$ cat src/rtl/bfi_pkg.sv
// Constants shared by the reader buffer port and interrupt status logic
// What this block does
// - Fill counter readable, eight bits, read only
// - Large mode adds two upper count bits
// - Data port write increments, read decrements count
// - Address holds on data port, else advances
// - Data port pushes and pops bytes in order
// - Bit seven selects set or clear action
// - Bit seven is write only, never stored
// - High threshold live latches bit six
// - Low threshold live latches bit five
// - Self ended command sets idle flag
// - Unknown command forces idle, sets flag
// - Host idle command sets no flag
// - Last transmitted bit sets bit three
// - Receive stream end sets bit two
// - Any listed fault sets bit one
// - Receive frame start sets bit zero
// - Status at address six, resets to zero
// - High live when free space at or under level
// - Low live when count at or under level
// - Config bit selects 255 or 512 depth
// - Flush empties buffer, bit reads zero
package bfi_pkg;
    // ****************************************
    // Register map
    // ****************************************
    localparam logic [7:0] ADDR_CFG = 8'h02;
    localparam logic [7:0] ADDR_WL = 8'h03;
    localparam logic [7:0] ADDR_FILL = 8'h04;
    localparam logic [7:0] ADDR_DATA = 8'h05;
    localparam logic [7:0] ADDR_STATUS = 8'h06;
    // ****************************************
    // Field positions
    // ****************************************
    localparam int CFG_DEPTH_BIT = 7;
    localparam int CFG_FLUSH_BIT = 4;
    localparam int CFG_WLEXT_BIT = 2;
    localparam int IRQ_SET_BIT = 7;
    // ****************************************
    // Sizes and reset values
    // ****************************************
    localparam int BYTE_W = 8;
    localparam int CNT_W = 10;
    localparam int MEM_AW = 9;
    localparam int MEM_DEPTH = 512;
    localparam int RX_FIFO_DEPTH = 16;
    localparam logic [CNT_W-1:0] DEPTH_SMALL = 10'h0ff;
    localparam logic [CNT_W-1:0] DEPTH_LARGE = 10'h200;
    localparam logic [CNT_W-1:0] FILL_RESET = 10'h000;
    localparam logic [6:0] IRQ_RESET = 7'h00;
    localparam logic CFG_DEPTH_RESET = 1'b0;
    localparam logic [8:0] WL_RESET = 9'h000;
    localparam logic [7:0] ADDR_RESET = 8'h00;
endpackage : bfi_pkg

$ cat src/rtl/bfi_mem.sv
// Byte buffer storage with registered read data
`timescale 1ns/100ps
module bfi_mem #(
    parameter int WIDTH = 8,
    parameter int DEPTH = 512,
    parameter int AW = 9
) (
    input wire logic clk,
    input wire logic we,
    input wire logic [AW-1:0] waddr,
    input wire logic [WIDTH-1:0] wdata,
    input wire logic [AW-1:0] raddr,
    output logic [WIDTH-1:0] rdata
);
    // No reset on the array so it maps to block memory
    logic [WIDTH-1:0] mem [DEPTH];

    always_ff @(posedge clk) begin
        if (we) begin
            mem[waddr] <= wdata;
        end
        rdata <= mem[raddr];
    end
endmodule : bfi_mem

$ cat src/rtl/bfi_fifo.sv
// Small receive-side FIFO with valid and ready on both sides
`timescale 1ns/100ps
module bfi_fifo #(
    parameter int WIDTH = 8,
    parameter int DEPTH = 16
) (
    input wire logic clk,
    input wire logic resetn,
    input wire logic in_valid,
    output logic in_ready,
    input wire logic [WIDTH-1:0] in_data,
    output logic out_valid,
    input wire logic out_ready,
    output logic [WIDTH-1:0] out_data
);
    localparam int AW = $clog2(DEPTH);

    typedef struct packed {
        logic [DEPTH-1:0][WIDTH-1:0] mem;
        logic [AW:0] wp;
        logic [AW:0] rp;
    } bfi_fifo_t;

    bfi_fifo_t r_reg;
    bfi_fifo_t r_next;
    logic full;
    logic empty;

    assign empty = r_reg.wp == r_reg.rp;
    assign full = (r_reg.wp[AW-1:0] == r_reg.rp[AW-1:0]) && !empty;
    assign in_ready = !full;
    assign out_valid = !empty;
    assign out_data = r_reg.mem[r_reg.rp[AW-1:0]];

    always_comb begin
        r_next = r_reg;
        if (in_valid && !full) begin
            r_next.mem[r_reg.wp[AW-1:0]] = in_data;
            r_next.wp = r_reg.wp + 1'b1;
        end
        if (out_ready && !empty) begin
            r_next.rp = r_reg.rp + 1'b1;
        end
    end

    always_ff @(posedge clk or negedge resetn) begin
        if (!resetn) begin
            r_reg <= '0;
        end else begin
            r_reg <= r_next;
        end
    end
endmodule : bfi_fifo

$ cat src/rtl/bfi_core.sv
// Buffer data port, fill counter, threshold flags and interrupt status
`timescale 1ns/100ps
module bfi_core (
    input wire logic clk,
    input wire logic resetn,
    input wire logic acc_start,
    input wire logic [7:0] acc_addr,
    input wire logic acc_valid,
    input wire logic acc_write,
    input wire logic [7:0] acc_wdata,
    output logic [7:0] acc_rdata,
    output logic acc_rdone,
    input wire logic rx_valid,
    input wire logic [bfi_pkg::BYTE_W-1:0] rx_data,
    output logic rx_ready,
    input wire logic cmd_self_done,
    input wire logic cmd_unknown,
    output logic cmd_force_idle,
    input wire logic tx_last_bit,
    input wire logic rx_frame_end,
    input wire logic rx_frame_start,
    input wire logic buffer_write_fault,
    input wire logic buffer_overrun_fault,
    input wire logic protocol_fault,
    input wire logic missing_payload_fault,
    input wire logic integrity_fault,
    output logic [6:0] interrupt_status_zero,
    output logic high_threshold_live,
    output logic low_threshold_live
);
    import bfi_pkg::*;

    typedef struct packed {
        logic [7:0] addr;
        logic [CNT_W-1:0] cnt;
        logic [MEM_AW-1:0] wp;
        logic [MEM_AW-1:0] rp;
        logic depth_sel;
        logic [8:0] wl;
        logic [6:0] irq;
        logic s1_pend;
        logic s1_data;
        logic [7:0] s1_val;
        logic [7:0] rdata;
        logic rdone;
        logic force_idle;
    } bfi_core_t;

    bfi_core_t r_reg;
    bfi_core_t r_next;

    logic [7:0] mem_q;
    logic mem_we;
    logic [7:0] mem_wd;
    logic fifo_valid;
    logic fifo_ready;
    logic [7:0] fifo_data;
    logic [CNT_W-1:0] depth;
    logic [CNT_W-1:0] wl_eff;
    logic full;
    logic empty;
    logic data_acc;
    logic host_push;
    logic host_pop;
    logic overrun;
    logic flush;
    logic rx_take;
    logic [6:0] events;
    logic [CNT_W-1:0] cnt_w;
    logic [7:0] addr_w;
    logic [6:0] irq_w;

    // Count step used for the pointer-free fill count arithmetic
    function automatic logic [CNT_W-1:0] bfi_step(
        input logic [CNT_W-1:0] c,
        input logic up,
        input logic down
    );
        logic [CNT_W-1:0] v;
        v = c;
        if (up && !down) begin
            v = c + 1'b1;
        end else if (down && !up) begin
            v = c - 1'b1;
        end
        return v;
    endfunction : bfi_step

    // ****************************************
    // Storage and receive path
    // ****************************************
    bfi_mem #(
        .WIDTH(BYTE_W),
        .DEPTH(MEM_DEPTH),
        .AW(MEM_AW)
    ) u_mem (
        .clk(clk),
        .we(mem_we),
        .waddr(r_reg.wp),
        .wdata(mem_wd),
        .raddr(r_reg.rp),
        .rdata(mem_q)
    );

    // Back-pressure: host traffic on the buffer stalls the drain
    bfi_fifo #(
        .WIDTH(BYTE_W),
        .DEPTH(RX_FIFO_DEPTH)
    ) u_rx_fifo (
        .clk(clk),
        .resetn(resetn),
        .in_valid(rx_valid),
        .in_ready(rx_ready),
        .in_data(rx_data),
        .out_valid(fifo_valid),
        .out_ready(fifo_ready),
        .out_data(fifo_data)
    );

    // ****************************************
    // Buffer level decode
    // ****************************************
    // depth from config
    assign depth = r_reg.depth_sel ? DEPTH_SMALL : DEPTH_LARGE;
    // Level extension bit only counts in large mode
    assign wl_eff = r_reg.depth_sel ? {2'b00, r_reg.wl[7:0]}
        : {1'b0, r_reg.wl};
    assign full = r_reg.cnt >= depth;
    assign empty = r_reg.cnt == FILL_RESET;
    assign high_threshold_live = (depth - r_reg.cnt) <= wl_eff;
    assign low_threshold_live = r_reg.cnt <= wl_eff;

    assign data_acc = acc_valid && r_reg.addr == ADDR_DATA;
    assign host_push = data_acc && acc_write && !full;
    assign host_pop = data_acc && !acc_write && !empty;
    assign overrun = data_acc && acc_write && full;
    assign flush = acc_valid && acc_write && r_reg.addr == ADDR_CFG
        && acc_wdata[CFG_FLUSH_BIT];
    assign fifo_ready = !data_acc && !full && !flush;
    assign rx_take = fifo_valid && fifo_ready;
    assign mem_we = host_push || rx_take;
    assign mem_wd = host_push ? acc_wdata : fifo_data;

    assign events[1] = buffer_write_fault || buffer_overrun_fault
        || protocol_fault || missing_payload_fault || integrity_fault
        || overrun;
    assign events[6] = high_threshold_live;
    assign events[5] = low_threshold_live;
    // only self end or unknown count
    assign events[4] = cmd_self_done || cmd_unknown;
    assign events[3] = tx_last_bit;
    // end of stream, good or bad
    assign events[2] = rx_frame_end;
    assign events[0] = rx_frame_start;

    assign cnt_w = r_reg.cnt;
    assign addr_w = r_reg.addr;
    assign irq_w = r_reg.irq;
    assign acc_rdata = r_reg.rdata;
    assign acc_rdone = r_reg.rdone;
    assign cmd_force_idle = r_reg.force_idle;
    assign interrupt_status_zero = r_reg.irq;

    // ****************************************
    // Next state
    // ****************************************
    always_comb begin
        r_next = r_reg;
        r_next.rdone = r_reg.s1_pend;
        if (r_reg.s1_pend) begin
            r_next.rdata = r_reg.s1_data ? mem_q : r_reg.s1_val;
        end
        r_next.s1_pend = 1'b0;
        r_next.force_idle = cmd_unknown;
        if (acc_start) begin
            r_next.addr = acc_addr;
        end else if (acc_valid && r_reg.addr != ADDR_DATA) begin
            r_next.addr = r_reg.addr + 8'h01;
        end
        if (mem_we) begin
            r_next.wp = r_reg.wp + 1'b1;
        end
        if (host_pop) begin
            r_next.rp = r_reg.rp + 1'b1;
        end
        r_next.cnt = bfi_step(r_reg.cnt, mem_we, host_pop);
        if (flush) begin
            r_next.wp = '0;
            r_next.rp = '0;
            r_next.cnt = FILL_RESET;
        end
        if (acc_valid && !acc_write) begin
            r_next.s1_pend = 1'b1;
            r_next.s1_data = r_reg.addr == ADDR_DATA;
            unique case (r_reg.addr)
                // upper count bits in large mode
                ADDR_CFG: r_next.s1_val = {r_reg.depth_sel,
                    high_threshold_live, low_threshold_live, 2'b00,
                    r_reg.wl[8],
                    r_reg.depth_sel ? 2'b00 : r_reg.cnt[9:8]};
                ADDR_WL: r_next.s1_val = r_reg.wl[7:0];
                ADDR_FILL: r_next.s1_val = r_reg.cnt[7:0];
                ADDR_STATUS: r_next.s1_val = {1'b0, r_reg.irq};
                default: r_next.s1_val = 8'h00;
            endcase
        end
        if (acc_valid && acc_write) begin
            unique case (r_reg.addr)
                ADDR_CFG: begin
                    r_next.depth_sel = acc_wdata[CFG_DEPTH_BIT];
                    r_next.wl[8] = acc_wdata[CFG_WLEXT_BIT];
                end
                ADDR_WL: r_next.wl[7:0] = acc_wdata;
                // set or clear by bit seven
                ADDR_STATUS: begin
                    if (acc_wdata[IRQ_SET_BIT]) begin
                        r_next.irq = r_reg.irq | acc_wdata[6:0];
                    end else begin
                        r_next.irq = r_reg.irq & ~acc_wdata[6:0];
                    end
                end
                default: r_next.addr = r_next.addr;
            endcase
        end
        r_next.irq = r_next.irq | events;
    end

    always_ff @(posedge clk or negedge resetn) begin
        if (!resetn) begin
            r_reg <= '0;
            r_reg.addr <= ADDR_RESET;
            r_reg.cnt <= FILL_RESET;
            r_reg.depth_sel <= CFG_DEPTH_RESET;
            r_reg.wl <= WL_RESET;
            r_reg.irq <= IRQ_RESET;
        end else begin
            r_reg <= r_next;
        end
    end

    // ****************************************
    // Checks
    // ****************************************
    AST_FILL_READ: assert property (@(posedge clk) disable iff (!resetn)
        acc_valid && !acc_write && addr_w == ADDR_FILL |->
        ##2 acc_rdone && acc_rdata == $past(cnt_w[7:0], 2))
        else $error("fill count readback wrong");
    AST_PUSH_COUNT: assert property (@(posedge clk)
        disable iff (!resetn)
        host_push && !flush |=> cnt_w == $past(cnt_w) + 10'h001)
        else $error("push did not raise count");
    AST_POP_COUNT: assert property (@(posedge clk) disable iff (!resetn)
        host_pop && !rx_take |=> cnt_w == $past(cnt_w) - 10'h001)
        else $error("pop did not lower count");
    AST_ADDR_HOLD: assert property (@(posedge clk) disable iff (!resetn)
        data_acc && !acc_start |=> addr_w == ADDR_DATA)
        else $error("address moved on data port");
    AST_ADDR_STEP: assert property (@(posedge clk) disable iff (!resetn)
        acc_valid && !acc_start && addr_w != ADDR_DATA
        |=> addr_w == $past(addr_w) + 8'h01)
        else $error("address did not advance");
    AST_IRQ_SET: assert property (@(posedge clk) disable iff (!resetn)
        acc_valid && acc_write && addr_w == ADDR_STATUS && acc_wdata[7]
        |=> (irq_w & $past(acc_wdata[6:0])) == $past(acc_wdata[6:0]))
        else $error("set write did not set");
    // Bits raised by a same-cycle event stay set, so they are masked
    AST_IRQ_CLR: assert property (@(posedge clk) disable iff (!resetn)
        acc_valid && acc_write && addr_w == ADDR_STATUS && !acc_wdata[7]
        |=> (irq_w & $past(acc_wdata[6:0]) & ~$past(events)) == 7'h00)
        else $error("clear write did not clear");
    AST_BIT7_ZERO: assert property (@(posedge clk) disable iff (!resetn)
        acc_valid && !acc_write && addr_w == ADDR_STATUS
        |-> ##2 acc_rdone && !acc_rdata[7])
        else $error("bit seven read back set");
    AST_HI_LATCH: assert property (@(posedge clk) disable iff (!resetn)
        high_threshold_live |=> irq_w[6])
        else $error("high flag not latched");
    AST_LO_LATCH: assert property (@(posedge clk) disable iff (!resetn)
        low_threshold_live |=> irq_w[5])
        else $error("low flag not latched");
    AST_UNKNOWN: assert property (@(posedge clk) disable iff (!resetn)
        cmd_unknown |=> cmd_force_idle && irq_w[4])
        else $error("unknown command not handled");
    AST_ERR_FLAG: assert property (@(posedge clk) disable iff (!resetn)
        protocol_fault || integrity_fault |=> irq_w[1])
        else $error("fault flag not set");
    AST_FLUSH: assert property (@(posedge clk) disable iff (!resetn)
        flush |=> cnt_w == FILL_RESET)
        else $error("flush left bytes");
    AST_STICKY: assert property (@(posedge clk) disable iff (!resetn)
        irq_w[3] && !(acc_valid && acc_write && addr_w == ADDR_STATUS)
        |=> irq_w[3])
        else $error("flag dropped without clear");
endmodule : bfi_core

$ cat config.mk
export PLATFORM = sky130hd
export DESIGN_NAME = bfi_core
export DESIGN_NICKNAME = d
export VERILOG_FILES = /design/src/rtl/bfi_pkg.sv /design/src/rtl/bfi_mem.sv /design/src/rtl/bfi_fifo.sv /design/src/rtl/bfi_core.sv
export SDC_FILE = /design/constraint.sdc
export NUM_CORES = 2
export LEC_CHECK = 0
export ABC_CLOCK_PERIOD_IN_PS = 9700
export BUFFER_PORTS_ARGS = -buffer_cell sky130_fd_sc_hd__buf_2
export CORE_MARGIN = 10
export CORE_UTILIZATION = 54
export CTS_CLUSTER_SIZE = 25
export DETAILED_ROUTE_END_ITERATION = 8
export GPL_ROUTABILITY_DRIVEN = 0
export PLACE_DENSITY_LB_ADDON = 0.3
export SYNTH_ARGS = -nofsm -noshare
export SYNTH_HDL_FRONTEND = slang
export SYNTH_SLANG_ARGS = --single-unit
$ cat constraint.sdc
create_clock -name clk -period 9.7 [get_ports clk]
set_input_delay 0.97 -clock clk [delete_from_list [all_inputs] [get_ports clk]]
set_output_delay 0.97 -clock clk [all_outputs]
set_load 0.01 [all_outputs]
==> impl_metrics.yaml <==
finish:
  drive_above_1_share_pct: 25.0
  regArea_sq_mm: 0.128
  largest_reg_flops: 4096
  multi_input_area_sq_mm: 0.0383
  num-fill-cells: 21300
  postLayoutCellArea_sq_mm: 0.188
  area_growth_pct: 11.0
  nets: 8255
sta:
  tns_ns: 0
  clock.fmax_mhz: 166
  final_hold_viol_count: 0
  worst_slew_pin_slew_ns: 1.41
  timing.final.crit_period_ns: 6.02
  fin_skew_ns: 0.0897
  period_share_pct: 62.1
  drv_slew: 0
  setup_viol: 0
  rsz0062_at_grt: "false"
  slew_headroom_pct: 4.91
clock_network:
  cts.clk_slew.worst_paths_ns: 0.06
  ctsLongestPathBuffers: 4
  cts_max_level: 5
  clock-sinks: 4315
  cts_tree: "built"
  hold_buffers: 1
  cts_buffers: 412
  clock_latency_ns: 1.00
  cts_setup_buffers: 0
  cts_resized: 0
  ctsRootBufferMaster: "clkbuf_16"
worst_setup_path:
  criticalPathCategory: "reg2out"
  path_max_fanout: 10
  cpLargestDelayFamily: "compound AO/OA/AOI/OAI gates"
  path_cells: "inv_1 > ha_1 > fa_1 > nand2b_1 > a21boi_0 > o21ai_0 > a21oi_1 > o21ai_0 > nand2_1 > xnor2_1 > ha_1 > and3_1 > a221o_1 > a22oi_1 > buf_2"
  crit_path_top_delay_cell: "dfrtp_1"
  path_buf_inv: 2
  worstReg2RegEnd: "u_mem.mem[120][3]"
  ff2ff_path_depth: 13
  start_kind: "flip-flop"
  r2r_start: "r_reg[36]"
  endpoint_kind: "output port"
  cp.required_ns: 8.73
  r2r_slack_ns: 3.85
  cp.arrival_ns: 5.05
  critPathMaxStageDelay_ns: 0.57
run:
  drv_cap: 0
global_routing:
  grt_pass1_wl_microns: 636000
  grt_overflow: 0
  grt_pass1_vias: 84600
  grt_max_degree: 196
  grt.total_usage_pct: 25.8
  antenna_found_initial: 20
power_and_ir_drop:
  total_power_mw: 60.6
  ir_drop_uv: 603
  p_per_area_mw_per_mm2: 322
  power.static_leakage_nw: 57.8
synthesis:
  synth_area_leader_cell: "edfxtp_1"
  synth_most_common_cell: "edfxtp_1"
  syn_inst: 8045
  yosys_warnings: 0
  async_flop_share_pct: 4.89
  synth.distinct_cells: 81
  syn-num-nets: 8137
  synth_seq_cells: 4315
  ys_seq_area_share_pct: 75.9
  syn_area_sq_mm: 0.169
  ys_top_cells_by_count: "edfxtp_1 (4,096), mux4_2 (1,073), nor2_1 (591), clkbuf_1 (238), dfrtp_1 (211)"
  ys_top_cells_by_area: "edfxtp_1 (73%), mux4_2 (14%), dfrtp_1 (3.1%), nor2_1 (1.3%), mux2_2 (1.0%)"
  yosys.area.top_type_share_pct: 72.6
  synth_ff_type: "edfxtp_1"
  synth_edf_count: 4096
  avgSynthCellArea_sq_um: 21.0
drt:
  dr.pass1.iters: 6
  drt_drc_violations_left: 0
  ant_nets: 0
  post_drt_wl_per_cell_microns: 34.8
  routed_wl_microns: 441000
  via_per_inst: 6.77
  drt_iter0_drc: 12500
  vias: 85700
place:
  hpwlAfterDp_microns: 261000
  placed_area_sq_mm: 0.174
  io_buffers: 59
worst_hold_path:
  worstHoldEndpoint: "cmd_force_idle"
  min_from: "cmd_unknown"
  hp-class: "in2reg"
  holdPathStages: 1
die:
  num_rows: 205
  die_h_microns: 580
  die_w_microns: 580
  ios: 60
  dieArea_sq_mm: 0.336
  core_area_sq_mm: 0.312
  initial_core_util_pct: 54.3
outcome:
  status: "finished clean"
==> logic make-up after synthesis <==
kind of cell	after synthesis	synth area share (%)
muxes	1386	16.2
buffers and inverters	546	1.71
adders and majority gates	52	0.393
DFF	4315	75.9
AOI/OAI and AO/OA	712	3.01
xor gates and xnor gates	45	0.233
and+or+nand+nor	989	2.55
==> worst max path at each step <==
stage | start | to | slack, ns | cells after the start
3_5_place_dp | r_reg[36] | u_mem.mem[136][4] | 4.00 | 13
2_1_floorplan | r_reg[36] | u_mem.mem[0][7] | 2.48 | 10
6_report | r_reg[36] | high_threshold_live | 3.68 | 15
5_1_grt | r_reg[36] | high_threshold_live | 3.40 | 15
3_3_place_gp | r_reg[36] | cnt_w[9] | 3.92 | 21
4_1_cts | r_reg[36] | high_threshold_live | 3.68 | 15
==> worst register-to-register path: cells and delay by family (launching register included) <==
kind,cells,cell delay [ns]
buf+inv,3,1.01
simple gates,4,2.32
flops,1,0.57
compound gates,4,0.86
fa+ha+maj,2,0.69
==> where the power goes <==
group	leakage [nW]	internal (mW)	switching, mW	total (mW)
Clock	6.75	9.40	7.12	16.5
Combinational	11.3	3.22	11.8	15.0
Sequential	39.8	28.7	0.352	29.1
==> stage by stage <==
| stage | setup slack (ns) | util (%) | cells | hold slack, ns |
|---|---|---|---|---|
| after floorplan | 2.48 | - | 8045 | 0.352 |
| after global placement | 3.92 | 55.8 | 11900 | 0.461 |
| after detailed placement | 4.00 | 55.8 | 11900 | 0.469 |
| after CTS | 3.68 | 60.3 | 12700 | 0.0587 |
| after global routing | 3.40 | 60.3 | 12700 | 0.116 |
| final | 3.68 | 60.3 | 12700 | 0.130 |
==> metal layers <==
metal	routed length, microns	share of wire [%]	global-route usage [%]
met1	165000	37	36.4
met2	204000	46	39.0
met3	52500	12	6.74
met4	19500	4.4	9.80
met5	166	0.038	0
==> cell usage in the layout, fill, tap and decap left out, drive strengths merged, types with 28 or more instances in the layout <==
cell type / synthesis / final
edfxtp: 4096 / 4096
mux4: 1073 / 1073
nor2: 593 / 593
clkbuf: 238 / 489
buf: 272 / 213
dfrtp: 211 / 211
clkinv: 0 / 179
mux2i: 160 / 160
nand2: 158 / 158
mux2: 153 / 153
a22oi: 124 / 124
a221oi: 119 / 119
o21ai: 111 / 111
a21oi: 109 / 109
a22o: 91 / 91
nand3: 61 / 61
inv: 36 / 55
bufinv: 0 / 51
ha: 50 / 50
o22ai: 48 / 48
nor3: 47 / 47
xnor2: 29 / 29
nand4: 28 / 28
clkinvlp: 0 / 28
==> layout make-up <==
| type | instances | area share [%] |
|---|---|---|
| Antenna cell | 7 | 0.00932 |
| Clock buffer | 489 | 5.75 |
| Clock inverter | 277 | 1.69 |
| Inverter | 36 | 0.0759 |
| Multi-Input combinational cell | 3184 | 20.4 |
| Sequential cell | 4315 | 68.3 |
| Tap cell | 4140 | 2.76 |
| Timing Repair Buffer | 214 | 0.987 |
Note: power is estimated with default switching activity, not from simulation.
